### src/ramp_seq_pkg.sv
// Purpose: shared constants and carriers for the two-segment ramp sequencer
// Assumes: registers are 16 bits wide, one per aligned 32-bit bus word
// Notes: offsets are register indices; byte address is four times the index
package ramp_seq_pkg;
  localparam logic [6:0] IDX_GLOBAL_CTRL = 7'h00;
  localparam logic [6:0] IDX_TRIGGER_SEL = 7'h61;
  localparam logic [6:0] IDX_FIRST_STEP_HIGH = 7'h62;
  localparam logic [6:0] IDX_FIRST_STEP_LOW = 7'h63;
  localparam logic [6:0] IDX_FIRST_LENGTH = 7'h64;
  localparam logic [6:0] IDX_SEGMENT_SEQUENCE_CONTROL = 7'h65;
  localparam logic [6:0] IDX_SECOND_STEP_HIGH = 7'h66;
  localparam logic [6:0] IDX_SECOND_STEP_LOW = 7'h67;
  localparam logic [6:0] IDX_SECOND_LENGTH = 7'h68;
  localparam logic [6:0] IDX_CALIBRATION_WAIT_AND_MODE = 7'h69;
  localparam logic [6:0] IDX_CALIBRATION_SCALE_CONTROL = 7'h6A;
  localparam logic [6:0] IDX_LOCK_AND_CORE_READBACK = 7'h6E;
  localparam logic [6:0] IDX_BAND_CODE_READBACK = 7'h6F;
  localparam logic [6:0] IDX_AMPLITUDE_READBACK = 7'h70;
  localparam logic [6:0] IDX_SEQUENCER_STATUS = 7'h71;

  localparam int BIT_RAMP_ENABLE = 15;
  localparam int BIT_FIRST_DOUBLE = 0;
  localparam int BIT_SECOND_DOUBLE = 6;
  localparam int BIT_RESIDUE_CLEAR = 5;
  localparam int BIT_FIRST_SUCCESSOR = 4;
  localparam int BIT_SECOND_SUCCESSOR = 4;
  localparam int BIT_MANUAL_MODE = 5;
  localparam int BIT_CAL_AFTER_SWEEP = 4;

  localparam logic [15:0] RST_REG = 16'h0000;
  localparam logic [15:0] RST_SCALE_CTRL = 16'h0007;
  localparam logic [7:0] RST_BAND = 8'hB7;
  localparam logic [8:0] RST_AMPLITUDE = 9'h0AA;

  localparam logic [1:0] ADV_LENGTH = 2'h0;
  localparam logic [1:0] ADV_TRIG_A = 2'h1;
  localparam logic [1:0] ADV_TRIG_B = 2'h2;

  localparam logic [3:0] TRG_OFF = 4'h0;
  localparam logic [3:0] TRG_CLK_RISE = 4'h1;
  localparam logic [3:0] TRG_DIR_RISE = 4'h2;
  localparam logic [3:0] TRG_ALWAYS = 4'h4;
  localparam logic [3:0] TRG_CLK_FALL = 4'h9;
  localparam logic [3:0] TRG_DIR_FALL = 4'hA;

  typedef enum logic [1:0] {
    ST_IDLE = 2'b00,
    ST_FIRST = 2'b01,
    ST_SECOND = 2'b10,
    ST_CAL_WAIT = 2'b11
  } seq_state_type;

  typedef struct packed {
    logic [1:0] lock_status;
    logic [2:0] core;
    logic [7:0] band;
    logic [8:0] amplitude;
  } cal_result_type;

  typedef struct packed {
    logic [29:0] step;
    logic [15:0] length;
    logic doubled;
    logic successor;
    logic [1:0] advance_source;
  } segment_cfg_type;
endpackage

### src/ramp_sequencer.sv
// Purpose: two-segment frequency ramp sequencer with calibration readback
// Assumes: i_core_clk is the phase detector clock; pins are synchronous
// Notes: Avalon-MM slave, 32-bit data, register data in bits 15:0
`timescale 1ns/1ns
`default_nettype none
module ramp_sequencer (
  input wire logic i_core_clk,
  input wire logic i_srst,
  input wire logic i_clk_en,
  input wire logic [8:0] i_avs_address,
  input wire logic i_avs_read,
  input wire logic i_avs_write,
  input wire logic [31:0] i_avs_writedata,
  input wire logic [3:0] i_avs_byteenable,
  output logic [31:0] o_avs_readdata,
  output logic o_avs_waitrequest,
  input wire logic i_sweep_clock_pin,
  input wire logic i_sweep_direction_pin,
  input wire logic i_cal_done,
  input wire ramp_seq_pkg::cal_result_type i_cal_result,
  output logic o_cal_start,
  output logic [31:0] o_ramp_accum,
  output logic o_ramp_active
);
  logic [15:0] glob_r, trig_r, f_hi_r, f_lo_r, f_len_r, seq_r;
  logic [15:0] s_hi_r, s_lo_r, s_len_r, wait_r, scale_r;
  ramp_seq_pkg::cal_result_type cal_r;
  ramp_seq_pkg::seq_state_type state_r, state_nxt;
  logic [31:0] accum_r, readdata_r;
  logic [16:0] len_cnt_r;
  logic half_r, resp_r, cal_start_r, cal_seen_r;
  logic [16:0] wait_cnt_r;
  logic clk_d_r, dir_d_r;

  // one-cycle answer: waitrequest drops in the cycle after the request rises
  wire req = i_avs_read | i_avs_write;
  // a frozen clock enable keeps the request waiting, so no access is reported done unseen
  assign o_avs_waitrequest = req & ~(resp_r & i_clk_en);
  wire acc_done = req & resp_r & i_clk_en;
  wire wr_en = i_avs_write & acc_done & (&i_avs_byteenable[1:0]);
  wire [6:0] idx = i_avs_address[8:2];

  function automatic logic trig_hit(input logic [3:0] sel, input logic ck, input logic ckd,
                                    input logic dr, input logic drd);
    unique case (sel)
      ramp_seq_pkg::TRG_CLK_RISE: trig_hit = ck & ~ckd;
      ramp_seq_pkg::TRG_DIR_RISE: trig_hit = dr & ~drd;
      ramp_seq_pkg::TRG_ALWAYS: trig_hit = 1'b1;
      ramp_seq_pkg::TRG_CLK_FALL: trig_hit = ~ck & ckd;
      ramp_seq_pkg::TRG_DIR_FALL: trig_hit = ~dr & drd;
      default: trig_hit = 1'b0;
    endcase
  endfunction

  function automatic logic adv_hit(input logic [1:0] src, input logic expired,
                                   input logic ta, input logic tb);
    unique case (src)
      ramp_seq_pkg::ADV_LENGTH: adv_hit = expired;
      ramp_seq_pkg::ADV_TRIG_A: adv_hit = ta;
      ramp_seq_pkg::ADV_TRIG_B: adv_hit = tb;
      default: adv_hit = 1'b0;
    endcase
  endfunction

  wire trig_a = trig_hit(trig_r[6:3], i_sweep_clock_pin, clk_d_r,
                         i_sweep_direction_pin, dir_d_r);
  wire trig_b = trig_hit(trig_r[10:7], i_sweep_clock_pin, clk_d_r,
                         i_sweep_direction_pin, dir_d_r);

  ramp_seq_pkg::segment_cfg_type first_cfg, second_cfg, cur_cfg;
  assign first_cfg = '{step: {f_hi_r[15:2], f_lo_r}, length: f_len_r,
                       doubled: f_hi_r[ramp_seq_pkg::BIT_FIRST_DOUBLE],
                       successor: seq_r[ramp_seq_pkg::BIT_FIRST_SUCCESSOR],
                       advance_source: seq_r[1:0]};
  assign second_cfg = '{step: {s_hi_r[13:0], s_lo_r}, length: s_len_r,
                        doubled: seq_r[ramp_seq_pkg::BIT_SECOND_DOUBLE],
                        successor: wait_r[ramp_seq_pkg::BIT_SECOND_SUCCESSOR],
                        advance_source: wait_r[1:0]};
  assign cur_cfg = (state_r == ramp_seq_pkg::ST_SECOND) ? second_cfg : first_cfg;

  wire ramp_en = glob_r[ramp_seq_pkg::BIT_RAMP_ENABLE];
  wire manual = wait_r[ramp_seq_pkg::BIT_MANUAL_MODE];
  wire cal_after = scale_r[ramp_seq_pkg::BIT_CAL_AFTER_SWEEP];
  wire running = (state_r == ramp_seq_pkg::ST_FIRST) | (state_r == ramp_seq_pkg::ST_SECOND);
  wire tick = running & (~cur_cfg.doubled | half_r);
  // length is counted in cycles and shifted left when doubled, so doubling also doubles the duration
  wire [16:0] len_full = {1'b0, cur_cfg.length} << cur_cfg.doubled;
  wire expired = running & (len_cnt_r + 17'h00001 >= len_full);
  wire adv = running & adv_hit(cur_cfg.advance_source, expired, trig_a, trig_b);
  wire [31:0] step_ext = {{2{cur_cfg.step[29]}}, cur_cfg.step};
  // wait = count * 2^scale; 10 + 7 bits fit in 17
  wire [16:0] wait_target = {7'h00, wait_r[15:6]} << scale_r[2:0];
  wire wait_over = (wait_cnt_r >= wait_target) & (cal_seen_r | i_cal_done);
  wire seg_succ = cur_cfg.successor;
  wire next_is_second = seg_succ;
  // sweep completes when the sequence returns to the first segment
  wire sweep_end = adv & ~next_is_second & (state_r == ramp_seq_pkg::ST_SECOND
                   | ~first_cfg.successor);
  wire do_cal = sweep_end & cal_after & ~manual;

  always_comb begin
    state_nxt = state_r;
    if (!ramp_en) begin
      state_nxt = ramp_seq_pkg::ST_IDLE;
    end else begin
      unique case (state_r)
        ramp_seq_pkg::ST_IDLE: state_nxt = ramp_seq_pkg::ST_FIRST;
        ramp_seq_pkg::ST_FIRST,
        ramp_seq_pkg::ST_SECOND: begin
          if (do_cal) begin
            state_nxt = ramp_seq_pkg::ST_CAL_WAIT;
          end else if (adv) begin
            state_nxt = next_is_second ? ramp_seq_pkg::ST_SECOND : ramp_seq_pkg::ST_FIRST;
          end
        end
        ramp_seq_pkg::ST_CAL_WAIT: begin
          if (wait_over) begin
            state_nxt = ramp_seq_pkg::ST_FIRST;
          end
        end
      endcase
    end
  end

  always_ff @(posedge i_core_clk) begin
    if (i_srst) begin
      state_r <= ramp_seq_pkg::ST_IDLE;
      accum_r <= 32'h00000000;
      len_cnt_r <= 17'h00000;
      half_r <= 1'b0;
      wait_cnt_r <= 17'h00000;
      cal_start_r <= 1'b0;
      cal_seen_r <= 1'b0;
      clk_d_r <= 1'b0;
      dir_d_r <= 1'b0;
    end else if (i_clk_en) begin
      state_r <= state_nxt;
      clk_d_r <= i_sweep_clock_pin;
      dir_d_r <= i_sweep_direction_pin;
      cal_start_r <= (state_nxt == ramp_seq_pkg::ST_CAL_WAIT) &
                     (state_r != ramp_seq_pkg::ST_CAL_WAIT);
      half_r <= running & (state_nxt == state_r) & ~adv & ~half_r;
      if (state_nxt != state_r || adv) begin
        len_cnt_r <= 17'h00000;
      end else if (running) begin
        len_cnt_r <= len_cnt_r + 17'h00001;
      end
      if (tick) begin
        accum_r <= accum_r + step_ext;
      end
      // residue clear: realign the accumulator at the start of the second segment
      if (adv && next_is_second && seq_r[ramp_seq_pkg::BIT_RESIDUE_CLEAR] && !manual) begin
        accum_r <= 32'h00000000;
      end
      if (state_r == ramp_seq_pkg::ST_CAL_WAIT) begin
        wait_cnt_r <= wait_cnt_r + 17'h00001;
        cal_seen_r <= cal_seen_r | i_cal_done;
      end else begin
        wait_cnt_r <= 17'h00000;
        cal_seen_r <= 1'b0;
      end
    end
  end

  // register writes
  always_ff @(posedge i_core_clk) begin
    if (i_srst) begin
      glob_r <= ramp_seq_pkg::RST_REG;
      trig_r <= ramp_seq_pkg::RST_REG;
      f_hi_r <= ramp_seq_pkg::RST_REG;
      f_lo_r <= ramp_seq_pkg::RST_REG;
      f_len_r <= ramp_seq_pkg::RST_REG;
      seq_r <= ramp_seq_pkg::RST_REG;
      s_hi_r <= ramp_seq_pkg::RST_REG;
      s_lo_r <= ramp_seq_pkg::RST_REG;
      s_len_r <= ramp_seq_pkg::RST_REG;
      wait_r <= ramp_seq_pkg::RST_REG;
      scale_r <= ramp_seq_pkg::RST_SCALE_CTRL;
    end else if (wr_en) begin
      unique case (idx)
        ramp_seq_pkg::IDX_GLOBAL_CTRL: glob_r <= i_avs_writedata[15:0];
        ramp_seq_pkg::IDX_TRIGGER_SEL: trig_r <= i_avs_writedata[15:0];
        ramp_seq_pkg::IDX_FIRST_STEP_HIGH: f_hi_r <= i_avs_writedata[15:0];
        ramp_seq_pkg::IDX_FIRST_STEP_LOW: f_lo_r <= i_avs_writedata[15:0];
        ramp_seq_pkg::IDX_FIRST_LENGTH: f_len_r <= i_avs_writedata[15:0];
        ramp_seq_pkg::IDX_SEGMENT_SEQUENCE_CONTROL: seq_r <= i_avs_writedata[15:0];
        ramp_seq_pkg::IDX_SECOND_STEP_HIGH: s_hi_r <= i_avs_writedata[15:0];
        ramp_seq_pkg::IDX_SECOND_STEP_LOW: s_lo_r <= i_avs_writedata[15:0];
        ramp_seq_pkg::IDX_SECOND_LENGTH: s_len_r <= i_avs_writedata[15:0];
        ramp_seq_pkg::IDX_CALIBRATION_WAIT_AND_MODE: wait_r <= i_avs_writedata[15:0];
        ramp_seq_pkg::IDX_CALIBRATION_SCALE_CONTROL: scale_r <= i_avs_writedata[15:0];
        default: ;
      endcase
    end
  end

  // calibration results captured when the engine reports done
  always_ff @(posedge i_core_clk) begin
    if (i_srst) begin
      cal_r <= '{lock_status: 2'h0, core: 3'h0, band: ramp_seq_pkg::RST_BAND,
                 amplitude: ramp_seq_pkg::RST_AMPLITUDE};
    end else if (i_clk_en && i_cal_done) begin
      cal_r <= i_cal_result;
    end
  end

  wire [15:0] f_hi_rd = {f_hi_r[15:2], 1'b0, f_hi_r[0]};
  wire [15:0] seq_rd = {9'h000, seq_r[6:4], 2'h0, seq_r[1:0]};
  wire [15:0] s_hi_rd = {2'h0, s_hi_r[13:0]};
  wire [15:0] wait_rd = {wait_r[15:4], 2'h0, wait_r[1:0]};
  wire [15:0] scale_rd = {11'h000, scale_r[4], 1'b0, scale_r[2:0]};
  wire [15:0] lock_rd = {5'h00, cal_r.lock_status, 1'b0, cal_r.core, 5'h00};
  logic [15:0] rd_mux;
  always_comb begin
    unique case (idx)
      ramp_seq_pkg::IDX_GLOBAL_CTRL: rd_mux = glob_r;
      ramp_seq_pkg::IDX_TRIGGER_SEL: rd_mux = trig_r;
      ramp_seq_pkg::IDX_FIRST_STEP_HIGH: rd_mux = f_hi_rd;
      ramp_seq_pkg::IDX_FIRST_STEP_LOW: rd_mux = f_lo_r;
      ramp_seq_pkg::IDX_FIRST_LENGTH: rd_mux = f_len_r;
      ramp_seq_pkg::IDX_SEGMENT_SEQUENCE_CONTROL: rd_mux = seq_rd;
      ramp_seq_pkg::IDX_SECOND_STEP_HIGH: rd_mux = s_hi_rd;
      ramp_seq_pkg::IDX_SECOND_STEP_LOW: rd_mux = s_lo_r;
      ramp_seq_pkg::IDX_SECOND_LENGTH: rd_mux = s_len_r;
      ramp_seq_pkg::IDX_CALIBRATION_WAIT_AND_MODE: rd_mux = wait_rd;
      ramp_seq_pkg::IDX_CALIBRATION_SCALE_CONTROL: rd_mux = scale_rd;
      ramp_seq_pkg::IDX_LOCK_AND_CORE_READBACK: rd_mux = lock_rd;
      ramp_seq_pkg::IDX_BAND_CODE_READBACK: rd_mux = {8'h00, cal_r.band};
      ramp_seq_pkg::IDX_AMPLITUDE_READBACK: rd_mux = {7'h00, cal_r.amplitude};
      ramp_seq_pkg::IDX_SEQUENCER_STATUS: rd_mux = {14'h0000, state_r};
      default: rd_mux = 16'h0000;
    endcase
  end

  always_ff @(posedge i_core_clk) begin
    if (i_srst) begin
      resp_r <= 1'b0;
      readdata_r <= 32'h00000000;
    end else if (i_clk_en) begin
      resp_r <= req & ~resp_r;
      if (i_avs_read && !resp_r) begin
        readdata_r <= {16'h0000, rd_mux};
      end
    end
  end

  assign o_avs_readdata = readdata_r;
  assign o_cal_start = cal_start_r;
  assign o_ramp_accum = accum_r;
  assign o_ramp_active = running;

  chk_accum_step: assert property (@(posedge i_core_clk) disable iff (i_srst)
    (i_clk_en && tick && state_r == ramp_seq_pkg::ST_FIRST && !adv)
    |=> (accum_r == $past(accum_r) + $past(step_ext)))
    else $error("first segment step not applied");
  chk_double_rate: assert property (@(posedge i_core_clk) disable iff (i_srst)
    (i_clk_en && running && cur_cfg.doubled && half_r && !adv) |=> !tick)
    else $error("doubled segment advanced twice");
  chk_disable_idle: assert property (@(posedge i_core_clk) disable iff (i_srst)
    (i_clk_en && !ramp_en) |=> (state_r == ramp_seq_pkg::ST_IDLE))
    else $error("ramp ran while disabled");
  chk_reserved_hold: assert property (@(posedge i_core_clk) disable iff (i_srst)
    (i_clk_en && ramp_en && running && cur_cfg.advance_source == 2'h3 && !do_cal)
    |=> $stable(state_r))
    else $error("reserved source moved segment");
  chk_second_after: assert property (@(posedge i_core_clk) disable iff (i_srst)
    (i_clk_en && ramp_en && state_r == ramp_seq_pkg::ST_FIRST && adv && !do_cal
     && first_cfg.successor) |=> (state_r == ramp_seq_pkg::ST_SECOND))
    else $error("first segment successor ignored");
  chk_wait_min: assert property (@(posedge i_core_clk) disable iff (i_srst)
    (state_r == ramp_seq_pkg::ST_CAL_WAIT && i_clk_en && ramp_en
     && wait_cnt_r < wait_target) |=> (state_r == ramp_seq_pkg::ST_CAL_WAIT))
    else $error("calibration wait cut short");
  chk_cal_start: assert property (@(posedge i_core_clk) disable iff (i_srst)
    (i_clk_en && ramp_en && do_cal) |=> o_cal_start)
    else $error("calibration not started after sweep");
  chk_band_reset: assert property (@(posedge i_core_clk)
    i_srst |=> (cal_r.band == ramp_seq_pkg::RST_BAND && cal_r.amplitude
                == ramp_seq_pkg::RST_AMPLITUDE))
    else $error("readback reset value wrong");
endmodule // ramp_sequencer
`default_nettype wire

### config.mk
export PLATFORM = sky130hd
export DESIGN_NAME = ramp_sequencer
export DESIGN_NICKNAME = d
export VERILOG_FILES = /design/src/ramp_seq_pkg.sv /design/src/ramp_sequencer.sv
export SDC_FILE = /design/constraint.sdc
export NUM_CORES = 1
export LEC_CHECK = 0
export BUFFER_PORTS_ARGS = -buffer_cell sky130_fd_sc_hd__buf_4
export CAP_MARGIN = 20
export CORE_MARGIN = 2
export CORE_UTILIZATION = 45
export CTS_CLUSTER_DIAMETER = 200
export DETAILED_ROUTE_END_ITERATION = 12
export PLACE_DENSITY = 0.61
export SETUP_SLACK_MARGIN = 0.4
export SYNTH_ARGS = -nofsm -noshare
export SYNTH_HDL_FRONTEND = slang
export SYNTH_SLANG_ARGS = --single-unit
### constraint.sdc
create_clock -name i_core_clk -period 12.18 [get_ports i_core_clk]
set_input_delay 2.436 -clock i_core_clk [delete_from_list [all_inputs] [get_ports i_core_clk]]
set_output_delay 2.436 -clock i_core_clk [all_outputs]
set_load 0.01 [all_outputs]
; After elaboration in Yosys (flattened, before gate mapping)
; Index checks and enable logic that the tools add are counted.
[totals]
register_bits = 266
in_bits = 75
elab_cells = 152
[classes]
addsub = 3
order_cmp = 2
n_eq_ne = 33
shifts = 2
mux = 17
n_bitwise = 40
reduce_logical = 29
[ops]
columns = op, n
row1 = $pmux W16 S15, 1
row2 = $eq A7 B7 Y1 const B, 14
row3 = $mux W32, 2
row4 = $mux W17, 3
row5 = $mux W50, 1
row6 = $add A17 B1 Y17 const B, 2
row7 = $ge A17 B17 Y1, 2
row8 = $add A32 B32 Y32, 1
row9 = $reduce_and A2 Y1, 15
row10 = $and A1 B1 Y1, 23
row11 = $shl A10 B3 Y17, 1
row12 = $shl A16 B1 Y17, 1
row13 = $eq A4 B4 Y1 const B, 4
row14 = $not A1 Y1, 12
row15 = $mux W2, 5
row16 = $pmux W1 S5, 2
row17 = $eq A2 B2 Y1 const B, 4
row18 = $eq A4 B1 Y1 const B, 2
row19 = $eq A4 B2 Y1 const B, 2
row20 = $eq A4 B3 Y1 const B, 2
row21 = $logic_not A7 Y1, 1
row22 = $pmux W2 S3, 1
row23 = $logic_and A1 B1 Y1, 5
row24 = $or A1 B1 Y1, 5
row25 = other kinds (11), 15

; Longest topological paths before layout
[logic_depth]
depth_word = 18
depth_mapped = 18
depth_no_buf = 16

; Worst setup path before layout
; No wires, ideal clock.
[synth_path]
path_kind = input port to output port
from = in i_clk_en
to = out o_avs_waitrequest
t_arrival_ps = 3206
t_required_ps = 9744
slack_ps = 6538
path_stages = 3
path_buffers = 2
cell_sequence = clkbuf_1 > buf_1 > a21oi_1
[synth_between]
elab_chain_len = 3
[synth_rtl]
columns = element, line_no
row1 = from (decl), ramp_sequencer.sv:9  ; input wire logic i_clk_en,
row2 = $and A1 B1 Y1, ramp_sequencer.sv:38  ; assign o_avs_waitrequest = req & ~(resp_r & i_clk_en);
row3 = $not A1 Y1, ramp_sequencer.sv:38
row4 = $and A1 B1 Y1, ramp_sequencer.sv:38
row5 = to (decl), ramp_sequencer.sv:16  ; output logic o_avs_waitrequest,
; Every way passes these cells.

; Worst setup path after layout
; Same ends and word-level chain as after synthesis.

==> results.toml <==
[placed_design]
globalplace.congestion = 0.943
placedCellCount = 2303
port_buffers = 105
dp_hpwl_um = 35400
dp_slack_ns = 6.80

[yosys]
synthCells = 1857
synth_top_area_share_pct = 35.6
ys_seq_area_share_pct = 35.6
netlist_top_cells_count = "421 x nand2_1, 260 x dfxtp_1, 234 x a21oi_1"
yosys.area.top_type = "dfxtp_1"
synth_warnings = 0
synthTopCellsByArea = "dfxtp_1 36%, nand2_1 11%, a21oi_1 8.0%, ha_1 6.0%, mux2_2 4.2%"
synth_edf_count = 0
netlist_area_mm2 = 0.0146
async_flop_share_pct = 0
ys.flop_type = "dfxtp_1"
ys_seq_elements = 260
yosysMostFrequentCell = "nand2_1"
ys_types = 88
avgSynthCellArea_um2 = 7.87

[detailed_routing]
vias_per_cell = 5.90
drtAntennaViolNets = 0
vias = 13900
firstDrtPassIters = 8
drtIter0Drc = 1540
routed_wl_um = 49400
drc = 0
avgRoutedWirePerCell_um = 20.9

[floorplanning]
coreArea_mm2 = 0.0318
fp.dieArea_mm2 = 0.0339
ios = 142
initial_core_util_pct = 45.9
die_h_um = 184
rows = 65
die_w_um = 184

[cells_and_area]
synthToLayoutAreaGrowth_pct = 14.3
drive_gt1_share_pct = 13.9
diodes = 0
instances_no_fill = 2360
nets = 2049

[worst_setup_path]
crit_chain = "buf_4 > a21oi_1 > buf_4"
crit_fanout = 19
slowest_stage = "buf_4"
cp-end-kind = "output pin"
startpoint_type = "input port"
worstPathRequired_ns = 9.74
worstPathArrival_ns = 2.94
max_stage_delay_ns = 0.20
crit_type = "input port to output pin"
cp_common_cell = "buf_4"

[flow_run]
maxCapViolCount = 0

[clocking]
htreeDepth = 1
post_cts_buffers = 0
cts_resized = 0
clkTransAtPathRegs_ns = 0.07
insertion_delay_ns = 0.59
cts-root-buf = "clkbuf_16"
cts_buffer_depth = 3
numCtsBuffers = 30
cts_tree = "yes"
clock_sinks = 260
postCtsHoldBufs = 0

[sta]
final.period_utilization_pct = 44.1
drv_slew = 0
skew_ns = 0.0322
final-setup-viol-count = 0
final_hold_viol_count = 0
tns_ns = 0
fmax_mhz = 186
slew-limit-headroom_pct = 20.9
fin_crit_ns = 5.37
rsz0062_at_grt = "false"
fin_ws_ns = 6.81
timing_worst_slew_pin_value_ns = 1.18

[global_routing]
grt_pass1_vias = 12800
grt_max_degree = 77
grtUsageTotal_pct = 28.7
grt_pass1_wl_um = 75700
antenna_found_initial = 0
overflow = 0

[worst_hold_path]
min_path_type = "register to register"

[pwr]
p_per_area_mw_per_mm2 = 115
leakage_nw = 6.50
peakVddDrop_uv = 122
finalPower_mw = 1.91

[status]
outcome = "completed"
==> final timing paths <==
kind	from	end	slack, ns	cells after the start
min	trig_r[1]	trig_r[1]	0.45	2
min reg2reg	trig_r[1]	trig_r[1]	0.45	2
max reg2reg	state_r[0]	o_ramp_accum[28]	7.68	15
max	i_clk_en	o_avs_waitrequest	6.81	3
==> logic make-up (layout without fill, tap and decap cells) <==
kind of cell	after synthesis	count (layout)	share of synthesized area [%]
simple gates	743	743	22.5
fa+ha+maj	71	71	6.13
xor+xnor	38	38	2.28
buf+inv	157	210	4.86
mux	100	100	7.31
compound gates	487	487	21.3
flops	260	260	35.6
other cells	1	16	0.0257
==> layer usage <==
metal	share of wire [%]	vias up	routed length, µm	global-route usage [%]
met5	0	-	0	0
met4	4.1	0	2010	11.1
met3	7.3	98	3620	4.43
met2	46	540	22500	46.7
met1	43	6640	21300	38.4
li1	-	6635	-	-
==> stage by stage <==
step / hold slack, ns / util, % / instance area [µm²]
3_3_place_gp: 0.439 / 49.0 / 15600
2_1_floorplan: 0.432 / - / 14700
6_report: 0.454 / 52.5 / 16700
4_1_cts: 0.456 / 52.4 / 16700
3_5_place_dp: 0.447 / 49.0 / 15600
5_1_grt: 0.478 / 52.5 / 16700
==> layout make-up <==
class / instances / area, µm²
Clock buffer: 42 / 896
Clock inverter: 12 / 191
Fill cell: 3047 / 15100
Inverter: 27 / 101
Multi-Input combinational cell: 1455 / 8770
Sequential cell: 260 / 5200
Tap cell: 435 / 544
Timing Repair Buffer: 129 / 980
==> sequential cells by signal (all words and copies together) (netlist names), 2 cells and up <==
name and cells:
s_hi_r 14, f_hi_r 15, s_lo_r 16, wait_r 14, wait_cnt_r 17, cal_r 22
o_ramp_accum 32, o_avs_readdata 16, len_cnt_r 17, state_r 2, glob_r 16, s_len_r 16
f_lo_r 16, seq_r 5, scale_r 4, f_len_r 16, trig_r 16
==> placed cells by master (no fill, tap or decap), types with 6 or more instances in the layout <==
cell and instances:
nand2_1 421, dfxtp_1 260, a21oi_1 234, nor2_1 128
buf_4 126, ha_1 69, a22oi_1 55, mux2_2 54
nand3_1 48, mux2i_1 46, o21ai_0 46, clkbuf_16 30
inv_1 26, nand2b_1 25, a21o_1 23, xnor2_1 21
and3_1 20, nor3_1 20, a222oi_1 18, xor2_1 17
a22o_1 17, conb_1 16, nand4_1 13, or3_1 12
a221oi_1 12, clkbuf_8 10, o211ai_1 9, nor2b_1 7
a31oi_1 6, o21a_1 6
==> critical path: cells and delay by family <==
kind	cells	cell delay (ns)
buffers and inverters	2	0.33
AO/OA/AOI/OAI	1	0.17
==> power breakdown <==
group          switching, mW  internal, mW  total (mW)  leakage [nW]
sequential           0.00488         0.855       0.860          2.10
clock                  0.383         0.596       0.979         0.536
combinational         0.0524        0.0216      0.0739          3.86
No activity file was read; power rests on OpenSTA's default activity.
